`src/rtl/tsa_pkg.sv`:
```
/*
 * Shared constants for the thermometer scratchpad link: command codes,
 * scratchpad layout, configuration fields, power-up values, timing and the
 * controller's own register map.
 * Assumes both ends and the controller software agree on these values.
 */
package tsa_pkg;

	// ==========================================================
	// Function command codes
	localparam logic [7:0] CMD_CONVERT = 8'h44;
	localparam logic [7:0] CMD_COPY_SP = 8'h48;
	localparam logic [7:0] CMD_WRITE_SP = 8'h4E;
	localparam logic [7:0] CMD_READ_SP = 8'hBE;
	localparam logic [7:0] CMD_RECALL = 8'hB8;
	localparam logic [7:0] CMD_READ_PWR = 8'hB4;

	// ==========================================================
	// Scratchpad layout
	localparam int SP_BITS = 72;
	localparam int SP_DATA_BITS = 64;
	localparam int ROM_DATA_BITS = 56;
	localparam int WR_BITS = 24;
	localparam logic [1:0] WBYTE_UPPER = 2'h0;
	localparam logic [1:0] WBYTE_LOWER = 2'h1;
	localparam logic [1:0] WBYTE_CFG = 2'h2;
	localparam logic [2:0] BIT_LAST = 3'h7;
	localparam int CMP_HI = 11;
	localparam int CMP_LO = 4;
	localparam int CFG_RES_LO = 5;
	localparam int CFG_RES_HI = 6;
	localparam logic CFG_TOP_VAL = 1'b0;
	localparam logic [4:0] CFG_LOW_VAL = 5'h1F;
	localparam logic [1:0] RES_MAX = 2'h3;
	localparam logic [7:0] RSV5_VAL = 8'hFF;
	localparam logic [7:0] RSV6_VAL = 8'h00;
	localparam logic [7:0] RSV7_VAL = 8'h10;
	localparam logic [15:0] TEMP_RESET = 16'h0550;
	localparam logic [7:0] NV_UPPER_INIT = 8'h7F;
	localparam logic [7:0] NV_LOWER_INIT = 8'h80;
	localparam logic [1:0] NV_RES_INIT = 2'h3;
	localparam logic [7:0] CRC_POLY_REFL = 8'h8C;

	// ==========================================================
	// Timing at the 200 MHz clock
	localparam int CLK_MHZ = 200;
	localparam int CONV_TIME_US = 750000;
	localparam int NV_WRITE_TIME_US = 10000;
	localparam int SPU_MAX_DELAY_US = 10;
	localparam int CONV_CYC_DEF = CONV_TIME_US * CLK_MHZ;
	localparam int NV_WR_CYC_DEF = NV_WRITE_TIME_US * CLK_MHZ;
	localparam int SPU_MAX_DELAY_CYC = SPU_MAX_DELAY_US * CLK_MHZ;
	localparam int RECALL_CYC = 16;

	// ==========================================================
	// Controller register map (APB, byte addresses)
	localparam logic [7:0] REG_CTRL = 8'h00;
	localparam logic [7:0] REG_WDATA = 8'h04;
	localparam logic [7:0] REG_STATUS = 8'h08;
	localparam logic [7:0] REG_RDATA0 = 8'h0C;
	localparam logic [7:0] REG_RDATA1 = 8'h10;
	localparam logic [7:0] REG_RDATA2 = 8'h14;
	localparam int CTRL_GO = 8;
	localparam int CTRL_SPU = 9;
	localparam int CTRL_RES_LO = 10;
	localparam int CTRL_RES_HI = 11;
	localparam int CTRL_APOLL = 12;

	// ==========================================================
	// State codes
	typedef enum logic [6:0] {
		D_IDLE = 7'h01, D_WRITE = 7'h02, D_READ = 7'h04, D_CONV = 7'h08,
		D_COPY = 7'h10, D_RECALL = 7'h20, D_POWER = 7'h40
	} tsa_dst_t;
	typedef enum logic [6:0] {
		M_IDLE = 7'h01, M_CMD = 7'h02, M_WR = 7'h04, M_SLOT = 7'h08,
		M_WAIT = 7'h10, M_SPU = 7'h20, M_APOLL = 7'h40
	} tsa_mst_t;

	// Check code, LSB first, over the low n bits
	function automatic logic [7:0] tsa_crc8(input logic [63:0] d, input int n);
		logic [7:0] c;
		c = 8'h00;
		for (int i = 0; i < 64; i++) begin
			if (i < n) begin
				c = (c[0] ^ d[i]) ? ((c >> 1) ^ CRC_POLY_REFL) : (c >> 1);
			end
		end
		return c;
	endfunction

endpackage

```
`src/rtl/tsa_link_if.sv`:
```
/*
 * Command-level link between the bus controller and the thermometer.
 * Assumes both ends run on the same clock; the bench joins the modports.
 */
`timescale 1ns/10ps
interface tsa_link_if;
	logic m_cmd_vld; // Command strobe
	logic [7:0] m_cmd; // Command code
	logic m_wbit_vld; // Write slot strobe
	logic m_wbit; // Write slot bit
	logic m_rslot; // Read slot strobe
	logic m_spu; // Strong pull-up active
	logic m_apoll; // Alarm poll strobe
	logic d_rbit_vld; // Read slot answer strobe
	logic d_rbit; // Read slot bit, 0 means line pulled low
	logic d_apoll_ack; // Device takes part in alarm poll

	modport dev (input m_cmd_vld, m_cmd, m_wbit_vld, m_wbit, m_rslot, m_spu, m_apoll,
		output d_rbit_vld, d_rbit, d_apoll_ack);
	modport mst (output m_cmd_vld, m_cmd, m_wbit_vld, m_wbit, m_rslot, m_spu, m_apoll,
		input d_rbit_vld, d_rbit, d_apoll_ack);
endinterface

```
`src/rtl/tsa_device.sv`:
```
/*
 * Thermometer device end: scratchpad, nonvolatile limits and resolution,
 * conversion timing, alarm flag, identity code and read slot answers.
 * Assumes the controller keeps its side of the link and supplies power.
 */
// What this block does
// RULE1: Compare result bits 11:4 signed against limits
// RULE2: Alarm when at or beyond either limit
// RULE3: Re-evaluate alarm after every finished conversion
// RULE4: Answer alarm poll only with flag set
// RULE5: Controller reconverts after limits change during alarm
// RULE6: Controller enables strong pull-up within 10us
// RULE7: Pull-up held for conversion or 10ms
// RULE8: Power query slot low when parasite powered
// RULE9: Identity code: family, serial, check byte
// RULE10: Bytes 0,1 are result, never written
// RULE11: Bytes 2,3 limits, byte 4 configuration
// RULE12: Bytes 5 to 7 ignore writes
// RULE13: Byte 8 is check code of 0-7
// RULE14: Write sends bytes 2,3,4 LSB first
// RULE15: Read sends from byte 0 LSB upward
// RULE16: Store copies limits and configuration to nonvolatile
// RULE17: Power-up loads nonvolatile into scratchpad
// RULE18: Restore reloads; slots read 0 busy, 1 done
// RULE19: Bits 6:5 pick 9 to 12 bit timing
// RULE20: Resolution defaults to 12 bits
// RULE21: Config bit 7 reads 0, bits 4:0 read 1
// RULE22: Result is 16-bit sign-extended two's complement
// RULE23: Idle until convert command, then idle again
`timescale 1ns/10ps
module tsa_device
	import tsa_pkg::*;
#(
	parameter int CONV_MAX_CYC = CONV_CYC_DEF, // 12-bit conversion time in cycles
	parameter int NV_WR_CYC = NV_WR_CYC_DEF, // Nonvolatile write time in cycles
	parameter logic [7:0] FAMILY_CODE = 8'h5A, // Arbitrary value
	parameter logic [47:0] SERIAL_NUM = 48'h0123456789AB // Arbitrary value
) (
	input wire logic mclk, // System clock
	input wire logic rst_b, // Synchronous reset, active low
	tsa_link_if.dev link, // Link to controller
	input wire logic [15:0] temp_in, // Raw sensor result, same clock
	input wire logic parasite_mode, // High when powered from the line
	output logic [63:0] id_code, // Identity code
	output logic alarm_flag, // Alarm flag level
	output logic busy // Conversion, store or restore running
);

	// ==========================================================
	// State and storage
	tsa_dst_t state_reg, state_next;
	logic [31:0] cnt_reg;
	logic [15:0] temp_reg;
	logic [7:0] upper_reg, lower_reg, nv_upper_reg, nv_lower_reg;
	logic [1:0] res_reg, nv_res_reg;
	logic alarm_reg;
	logic load_pend_reg;
	logic [7:0] wsh_reg;
	logic [2:0] wbit_cnt_reg;
	logic [1:0] wbyte_reg;
	logic [6:0] ridx_reg;
	logic rbit_vld_reg, rbit_reg;
	logic [1:0] pm_sync_reg;

	// ==========================================================
	// Decoding
	wire timed = (state_reg == D_CONV) || (state_reg == D_COPY) || (state_reg == D_RECALL);
	wire cmd_take = link.m_cmd_vld && !timed;
	wire timer_done = timed && (cnt_reg == 32'h0000_0000);
	wire conv_done = (state_reg == D_CONV) && timer_done;
	wire copy_done = (state_reg == D_COPY) && timer_done;
	wire reload = load_pend_reg || ((state_reg == D_RECALL) && timer_done);
	wire wr_take = link.m_wbit_vld && (state_reg == D_WRITE);
	wire wbyte_end = wr_take && (wbit_cnt_reg == BIT_LAST);
	wire [7:0] wbyte_val = {link.m_wbit, wsh_reg[7:1]};
	// Low resolutions finish in a power-of-two fraction of the full time
	wire [31:0] conv_cyc = 32'(CONV_MAX_CYC) >> (RES_MAX - res_reg); // RULE19
	// Fixed bits are rebuilt on every read, so writes never reach them
	wire [7:0] cfg_byte = {CFG_TOP_VAL, res_reg, CFG_LOW_VAL}; // RULE21
	wire [63:0] sp_data = {RSV7_VAL, RSV6_VAL, RSV5_VAL, cfg_byte, lower_reg, upper_reg,
		temp_reg}; // RULE10 RULE11 RULE12
	wire [71:0] sp_all = {tsa_crc8(sp_data, SP_DATA_BITS), sp_data}; // RULE13
	wire [55:0] rom_data = {SERIAL_NUM, FAMILY_CODE};
	wire [7:0] t_cmp = temp_in[CMP_HI:CMP_LO]; // RULE1
	wire alarm_now = ($signed(t_cmp) <= $signed(lower_reg))
		|| ($signed(t_cmp) >= $signed(upper_reg)); // RULE1 RULE2

	// Identity code, check byte on top of family and serial
	assign id_code = {tsa_crc8({8'h00, rom_data}, ROM_DATA_BITS), rom_data}; // RULE9
	assign alarm_flag = alarm_reg;
	assign busy = timed;
	assign link.d_apoll_ack = link.m_apoll && alarm_reg; // RULE4
	assign link.d_rbit_vld = rbit_vld_reg;
	assign link.d_rbit = rbit_reg;

	// ==========================================================
	// Command sequencing; commands during a timed job are ignored
	always_comb begin
		state_next = state_reg;
		if (cmd_take) begin
			case (link.m_cmd)
				CMD_CONVERT: state_next = D_CONV; // RULE23
				CMD_WRITE_SP: state_next = D_WRITE;
				CMD_READ_SP: state_next = D_READ;
				CMD_COPY_SP: state_next = D_COPY;
				CMD_RECALL: state_next = D_RECALL;
				CMD_READ_PWR: state_next = D_POWER;
				default: state_next = D_IDLE;
			endcase
		end else if (timer_done) begin
			state_next = D_IDLE; // RULE23
		end else if (wbyte_end && wbyte_reg == WBYTE_CFG) begin
			state_next = D_IDLE;
		end
	end

	always_ff @(posedge mclk) begin
		if (!rst_b) begin
			state_reg <= D_IDLE; // RULE23
		end else begin
			state_reg <= state_next;
		end
	end

	// Job timer, loaded when a timed command is taken
	always_ff @(posedge mclk) begin
		if (!rst_b) begin
			cnt_reg <= 32'h0000_0000;
		end else if (cmd_take && link.m_cmd == CMD_CONVERT) begin
			cnt_reg <= conv_cyc - 32'h0000_0001; // RULE19
		end else if (cmd_take && link.m_cmd == CMD_COPY_SP) begin
			cnt_reg <= 32'(NV_WR_CYC) - 32'h0000_0001;
		end else if (cmd_take && link.m_cmd == CMD_RECALL) begin
			cnt_reg <= 32'(RECALL_CYC) - 32'h0000_0001;
		end else if (cnt_reg != 32'h0000_0000) begin
			cnt_reg <= cnt_reg - 32'h0000_0001;
		end
	end

	// ==========================================================
	// Result and alarm flag, both updated only at conversion end
	always_ff @(posedge mclk) begin
		if (!rst_b) begin
			temp_reg <= TEMP_RESET;
			alarm_reg <= 1'b0;
		end else if (conv_done) begin
			temp_reg <= temp_in; // RULE22
			alarm_reg <= alarm_now; // RULE3
		end
	end

	// ==========================================================
	// Nonvolatile copy; its reset stands for the stored contents
	always_ff @(posedge mclk) begin
		if (!rst_b) begin
			nv_upper_reg <= NV_UPPER_INIT;
			nv_lower_reg <= NV_LOWER_INIT;
			nv_res_reg <= NV_RES_INIT; // RULE20
		end else if (copy_done) begin
			nv_upper_reg <= upper_reg; // RULE16
			nv_lower_reg <= lower_reg; // RULE16
			nv_res_reg <= res_reg; // RULE16
		end
	end

	// One cycle after reset release the scratchpad takes the stored values
	always_ff @(posedge mclk) begin
		if (!rst_b) begin
			load_pend_reg <= 1'b1;
		end else begin
			load_pend_reg <= 1'b0; // RULE17
		end
	end

	// ==========================================================
	// Writable scratchpad bytes, filled LSB first in byte order
	always_ff @(posedge mclk) begin
		if (!rst_b) begin
			upper_reg <= NV_UPPER_INIT;
			lower_reg <= NV_LOWER_INIT;
			res_reg <= NV_RES_INIT; // RULE20
		end else if (reload) begin
			upper_reg <= nv_upper_reg; // RULE17 RULE18
			lower_reg <= nv_lower_reg; // RULE17 RULE18
			res_reg <= nv_res_reg; // RULE17 RULE18
		end else if (wbyte_end) begin
			if (wbyte_reg == WBYTE_UPPER) begin
				upper_reg <= wbyte_val; // RULE14
			end
			if (wbyte_reg == WBYTE_LOWER) begin
				lower_reg <= wbyte_val; // RULE14
			end
			if (wbyte_reg == WBYTE_CFG) begin
				res_reg <= wbyte_val[CFG_RES_HI:CFG_RES_LO]; // RULE14 RULE21
			end
		end
	end

	// Write shifter and bit/byte position
	always_ff @(posedge mclk) begin
		if (!rst_b || cmd_take) begin
			wsh_reg <= 8'h00;
			wbit_cnt_reg <= 3'h0;
			wbyte_reg <= WBYTE_UPPER;
		end else if (wr_take) begin
			wsh_reg <= wbyte_val; // RULE14
			wbit_cnt_reg <= wbit_cnt_reg + 3'h1;
			if (wbyte_end) begin
				wbyte_reg <= wbyte_reg + 2'h1;
			end
		end
	end

	// ==========================================================
	// Read slot answers, one cycle after the slot strobe
	// Power strap arrives from a pin, so two flops guard it before use
	always_ff @(posedge mclk) begin
		if (!rst_b) begin
			pm_sync_reg <= 2'h0;
		end else begin
			pm_sync_reg <= {pm_sync_reg[0], parasite_mode};
		end
	end

	always_ff @(posedge mclk) begin
		if (!rst_b || cmd_take) begin
			ridx_reg <= 7'h00;
		end else if (link.m_rslot && state_reg == D_READ && ridx_reg != 7'(SP_BITS)) begin
			ridx_reg <= ridx_reg + 7'h01; // RULE15
		end
	end

	always_ff @(posedge mclk) begin
		if (!rst_b) begin
			rbit_vld_reg <= 1'b0;
			rbit_reg <= 1'b1;
		end else begin
			rbit_vld_reg <= link.m_rslot;
			if (link.m_rslot) begin
				unique case (state_reg)
					// Past the last byte the line is simply left released
					D_READ: rbit_reg <= (ridx_reg < 7'(SP_BITS)) ? sp_all[ridx_reg] : 1'b1; // RULE15
					D_POWER: rbit_reg <= !pm_sync_reg[1]; // RULE8
					D_CONV, D_COPY, D_RECALL: rbit_reg <= 1'b0; // RULE18
					D_IDLE, D_WRITE: rbit_reg <= 1'b1; // RULE18
				endcase
			end
		end
	end

endmodule

```
`src/flat_wrapper.sv`:
```
// flat-port wrapper written by rule: the top's interface ports become plain ports
module tsa_device_flat import tsa_pkg::*;
#(
	parameter int CONV_MAX_CYC = CONV_CYC_DEF,                                    
	parameter int NV_WR_CYC = NV_WR_CYC_DEF,                                    
	parameter logic [7:0] FAMILY_CODE = 8'h5A,                   
	parameter logic [47:0] SERIAL_NUM = 48'h0123456789AB                   
)
  (mclk, rst_b, temp_in, parasite_mode, id_code, alarm_flag, busy, link_m_cmd_vld, link_m_cmd, link_m_wbit_vld, link_m_wbit, link_m_rslot, link_m_spu, link_m_apoll, link_d_rbit_vld, link_d_rbit, link_d_apoll_ack);
  tsa_link_if link_i ();
  input wire logic mclk;
  input wire logic rst_b;
  input wire logic [15:0] temp_in;
  input wire logic parasite_mode;
  output logic [63:0] id_code;
  output logic alarm_flag;
  output logic busy;
  input wire logic [$bits(link_i.m_cmd_vld)-1:0] link_m_cmd_vld;
  input wire logic [$bits(link_i.m_cmd)-1:0] link_m_cmd;
  input wire logic [$bits(link_i.m_wbit_vld)-1:0] link_m_wbit_vld;
  input wire logic [$bits(link_i.m_wbit)-1:0] link_m_wbit;
  input wire logic [$bits(link_i.m_rslot)-1:0] link_m_rslot;
  input wire logic [$bits(link_i.m_spu)-1:0] link_m_spu;
  input wire logic [$bits(link_i.m_apoll)-1:0] link_m_apoll;
  output wire logic [$bits(link_i.d_rbit_vld)-1:0] link_d_rbit_vld;
  output wire logic [$bits(link_i.d_rbit)-1:0] link_d_rbit;
  output wire logic [$bits(link_i.d_apoll_ack)-1:0] link_d_apoll_ack;
  assign link_i.m_cmd_vld = link_m_cmd_vld;
  assign link_i.m_cmd = link_m_cmd;
  assign link_i.m_wbit_vld = link_m_wbit_vld;
  assign link_i.m_wbit = link_m_wbit;
  assign link_i.m_rslot = link_m_rslot;
  assign link_i.m_spu = link_m_spu;
  assign link_i.m_apoll = link_m_apoll;
  assign link_d_rbit_vld = link_i.d_rbit_vld;
  assign link_d_rbit = link_i.d_rbit;
  assign link_d_apoll_ack = link_i.d_apoll_ack;
  tsa_device #(.CONV_MAX_CYC(CONV_MAX_CYC), .NV_WR_CYC(NV_WR_CYC), .FAMILY_CODE(FAMILY_CODE), .SERIAL_NUM(SERIAL_NUM)) u_core (.mclk(mclk), .rst_b(rst_b), .link(link_i), .temp_in(temp_in), .parasite_mode(parasite_mode), .id_code(id_code), .alarm_flag(alarm_flag), .busy(busy));
endmodule
```
`config.mk`:
```
export PLATFORM = sky130hd
export DESIGN_NAME = tsa_device_flat
export DESIGN_NICKNAME = d
export VERILOG_FILES = /design/src/rtl/tsa_pkg.sv /design/src/rtl/tsa_link_if.sv /design/src/rtl/tsa_device.sv /design/src/flat_wrapper.sv
export SDC_FILE = /design/constraint.sdc
export NUM_CORES = 1
export LEC_CHECK = 0
export BUFFER_PORTS_ARGS = -buffer_cell sky130_fd_sc_hd__buf_2
export CELL_PAD_IN_SITES_DETAIL_PLACEMENT = 0
export CELL_PAD_IN_SITES_GLOBAL_PLACEMENT = 1
export CORE_MARGIN = 8
export CORE_UTILIZATION = 48
export DETAILED_ROUTE_END_ITERATION = 8
export GPL_TIMING_DRIVEN = 0
export HOLD_SLACK_MARGIN = 0.12
export PLACE_DENSITY = 0.92
export SETUP_SLACK_MARGIN = 0.3
export SLEW_MARGIN = 30
export SYNTH_ARGS = -nofsm -noshare
export SYNTH_HDL_FRONTEND = slang
export SYNTH_SLANG_ARGS = --single-unit
```
`constraint.sdc`:
```
create_clock -name mclk -period 8.64 [get_ports mclk]
set_clock_uncertainty 0.05 [all_clocks]
set_input_delay 1.296 -clock mclk [delete_from_list [all_inputs] [get_ports mclk]]
set_output_delay 1.296 -clock mclk [all_outputs]
set_load 0.05 [all_outputs]
```
==> metrics.txt <==
maximum root-to-sink buffer count 2; input/output buffers 35; io pins 102; Critical Path Start Type input pin; fmax 0.2729 GHz; initial antenna violation count 0; Die Span Y 142.8 microns; Hold Path Cell Cnt 1; HP Class flop to flop; setup repair after global routing missed its margin false; post-detailed-route DRC marker count 0; slew at the pin closest to its max-slew limit 861.7 ps; Placeable Area ~16000 sq um; shortest clock period the worst path allows after layout 3664 ps; number of nets in the finished design about 1100; H-tree depth 4; maxcap violations 0; top post-synthesis cells by area dfxtp_1 30%, xnor3_1 7.6%, buf_4 6.3%, nand2_1 6.1%, xnor2_1 5.9%; max reg flops 32; total clock sinks around 120; drt via density 5.271; worst supply voltage drop on vdd 0.1579 mV; Total GRT Usage between 20% and 30%; total setup buffers inserted after CTS 0; Post-CTS Hold Fix Bufs 0; syn_area_per_cell around 8.7 sq um; number of failing setup endpoints in the final timing report 0; outcome complete, no violations; category of the most critical setup path input pin to flop; proportion of synthesized flip-flops having asynchronous set or reset 0%; CTS tree yes; capture instance of the worst register-to-register path u_core.temp_reg[7]; DRT Pass-1 Iters 5; period utilisation layout 42.41%; register cell area after layout ~2300 sq um; count of distinct cell types in the synthesized netlist 70; cts bufs inserted 17; Remaining Overflow, GRT 0; Worst Path Required around 9000 ps; number of design-rule violations left by the first detailed-router iteration 437; area of the multi-input gates 4848 sq um; source of the worst hold timing path u_core.pm_sync_reg[0]; die area between 20000 and 25000 sq um; remaining max-slew budget at the tightest pin 42.41%; Worst-Skew Late Latency 420 ps; area growth from synthesis to layout 16.47%; Max FO, Critical Path 10; fraction of post-synthesis cell area in the top cell type by area 30.10%; most used flip-flop cell after synthesis dfxtp_1; summed negative setup slack over all endpoints 0 ps; register area share after synthesis 30.10%; area leader, netlist dfxtp_1; R2R depth 11; ratio of cells with drive above 1 in the final layout 15.51%; final total power 0.002054 W; Reg-to-Reg Start u_core.cnt_reg[2]; antenna cell count 0; maximum number of pins on one net before global-route repair 17; antenna viol nets, final 0; number of warnings reported in the yosys synthesis log 0; Routability Congestion 0.8594; Crit path arrival time slightly below 4000 ps; post-detailed-route wirelength per cell 16.34 microns; Worst Hold Endpoint u_core.pm_sync_reg[1]; register bit total from synthesis 116; final count of pins violating max slew 0; total vias in the final route 6473; gate count of the mapped netlist 884; root buffer cell clkbuf_16; WL final approximately 20000 microns; crit end category flop; count of flip-flops with a built-in enable after synthesis 0; Register-to-Register Setup Slack 5000 ps; power density over cell area 228.6 nW/um^2; number of filler instances in the final layout 1444; Final Hold Violating Endpoints 0; die width ~140 microns; number of global-route vias before repair 6151; Detail Placement HPWL 14980 microns; clock-pin slew on the worst setup and hold paths 50 ps; global-route wire length before repair 32160 microns; # rows 46; netlist area before placement a little under 8000 sq um; total leakage power 4.103 nW; initial cell density of the core 48.75%; number of gates resized after CTS 0
[worst max path at each step]
stage / from / end / slack, ps / cells past startpoint
4_1_cts: u_core.cnt_reg[2] / u_core.temp_reg[7] / 5030 / 11
3_5_place_dp: link_m_cmd[5] / u_core.cnt_reg[18] / 4590 / 9
2_1_floorplan: link_m_cmd[5] / u_core.cnt_reg[18] / 5180 / 8
6_report: link_m_cmd[5] / u_core.cnt_reg[18] / 4980 / 9
5_1_grt: u_core.cnt_reg[2] / u_core.nv_lower_reg[5] / 4730 / 9
3_3_place_gp: link_m_cmd[5] / u_core.cnt_reg[18] / 4630 / 9
[where the power goes]
part / switching, W / total (W) / leakage, nW / internal, W
Clock: 0.000254 / 0.000704 / 0.284 / 0.000451
Combinational: 0.000397 / 0.000697 / 2.88 / 0.000300
Sequential: 0.0000596 / 0.000653 / 0.943 / 0.000593
[cell usage after synthesis (7+ instances only)]
| cell type | count |
|---|---|
| nand2_1 | 126 |
| dfxtp_1 | 116 |
| nor2_1 | 85 |
| buf_4 | 65 |
| a21oi_1 | 58 |
| xnor2_1 | 52 |
| clkbuf_1 | 37 |
| ha_1 | 32 |
| inv_1 | 31 |
| xnor3_1 | 26 |
| xor2_1 | 23 |
| nand3_1 | 21 |
| nor3_1 | 20 |
| mux2i_1 | 17 |
| o21ai_0 | 11 |
| nor4_1 | 10 |
| o211ai_1 | 10 |
| o311ai_0 | 10 |
| mux4_2 | 9 |
| a311oi_1 | 8 |
| a22oi_1 | 7 |
| and2_1 | 7 |
[per-layer routing]
metal / share of wire, % / wire (microns) / global-route usage (%)
met1: 46 / 9264 / 26.49
met2: 45 / 9056 / 31.36
met3: 6.7 / 1354 / 4.641
met4: 1.9 / 386 / 8.110
met5: 0 / 0 / 0
[logic make-up after synthesis]
kind of cell	share of synthesized area (%)
other	0.09733
DFF	30.10
muxes	4.978
xor gates and xnor gates	18.19
adders and majority gates	5.189
AOI/OAI and AO/OA	12.89
buffers and inverters	10.17
and+or+nand+nor	18.39
[worst max-delay path: stages]
cell and delay (ps):
buf_2 100, or4b_2 690, a2111o_1 420, and2_1 160, clkbuf_1 250, nand2_1 230, nand2_1 240, clkbuf_1 330
a211oi_1 230
[layout by cell type (no fill, tap or decap), drive strengths merged, types with 24 or more instances in the layout]
master and n:
a21oi 58, ha 32, clkbuf 59, conb 64
buf 107, dfxtp 116, nand2 126, inv 31
nor2 85, xnor2 55, xor2 24, xnor3 26
[per-stage QoR]
stage               setup slack (ps)  area (sq um)  util, %  hold slack (ps)  std cells
floorplan                       5179          7949        -            361.9        946
global placement                4625          8394    53.04            380.9       1197
detailed placement              4587          8401    53.08            382.9       1197
CTS                             5029          8987    56.78            395.7       1228
global route                    4731          8987    56.78            402.7       1228
finish                          4976          8987    56.78            389.8       1228
[cell type report]
cell class / instances / share of cell area (%)
Multi-Input combinational cell: 689 / 53.95
Sequential cell: 116 / 25.84
Buffer: 109 / 7.392
Clock buffer: 22 / 5.388
Tap cell: 216 / 3.007
Timing Repair Buffer: 35 / 1.949
Inverter: 32 / 1.336
Clock inverter: 9 / 1.142
Note: power is estimated with default switching activity, not from simulation.
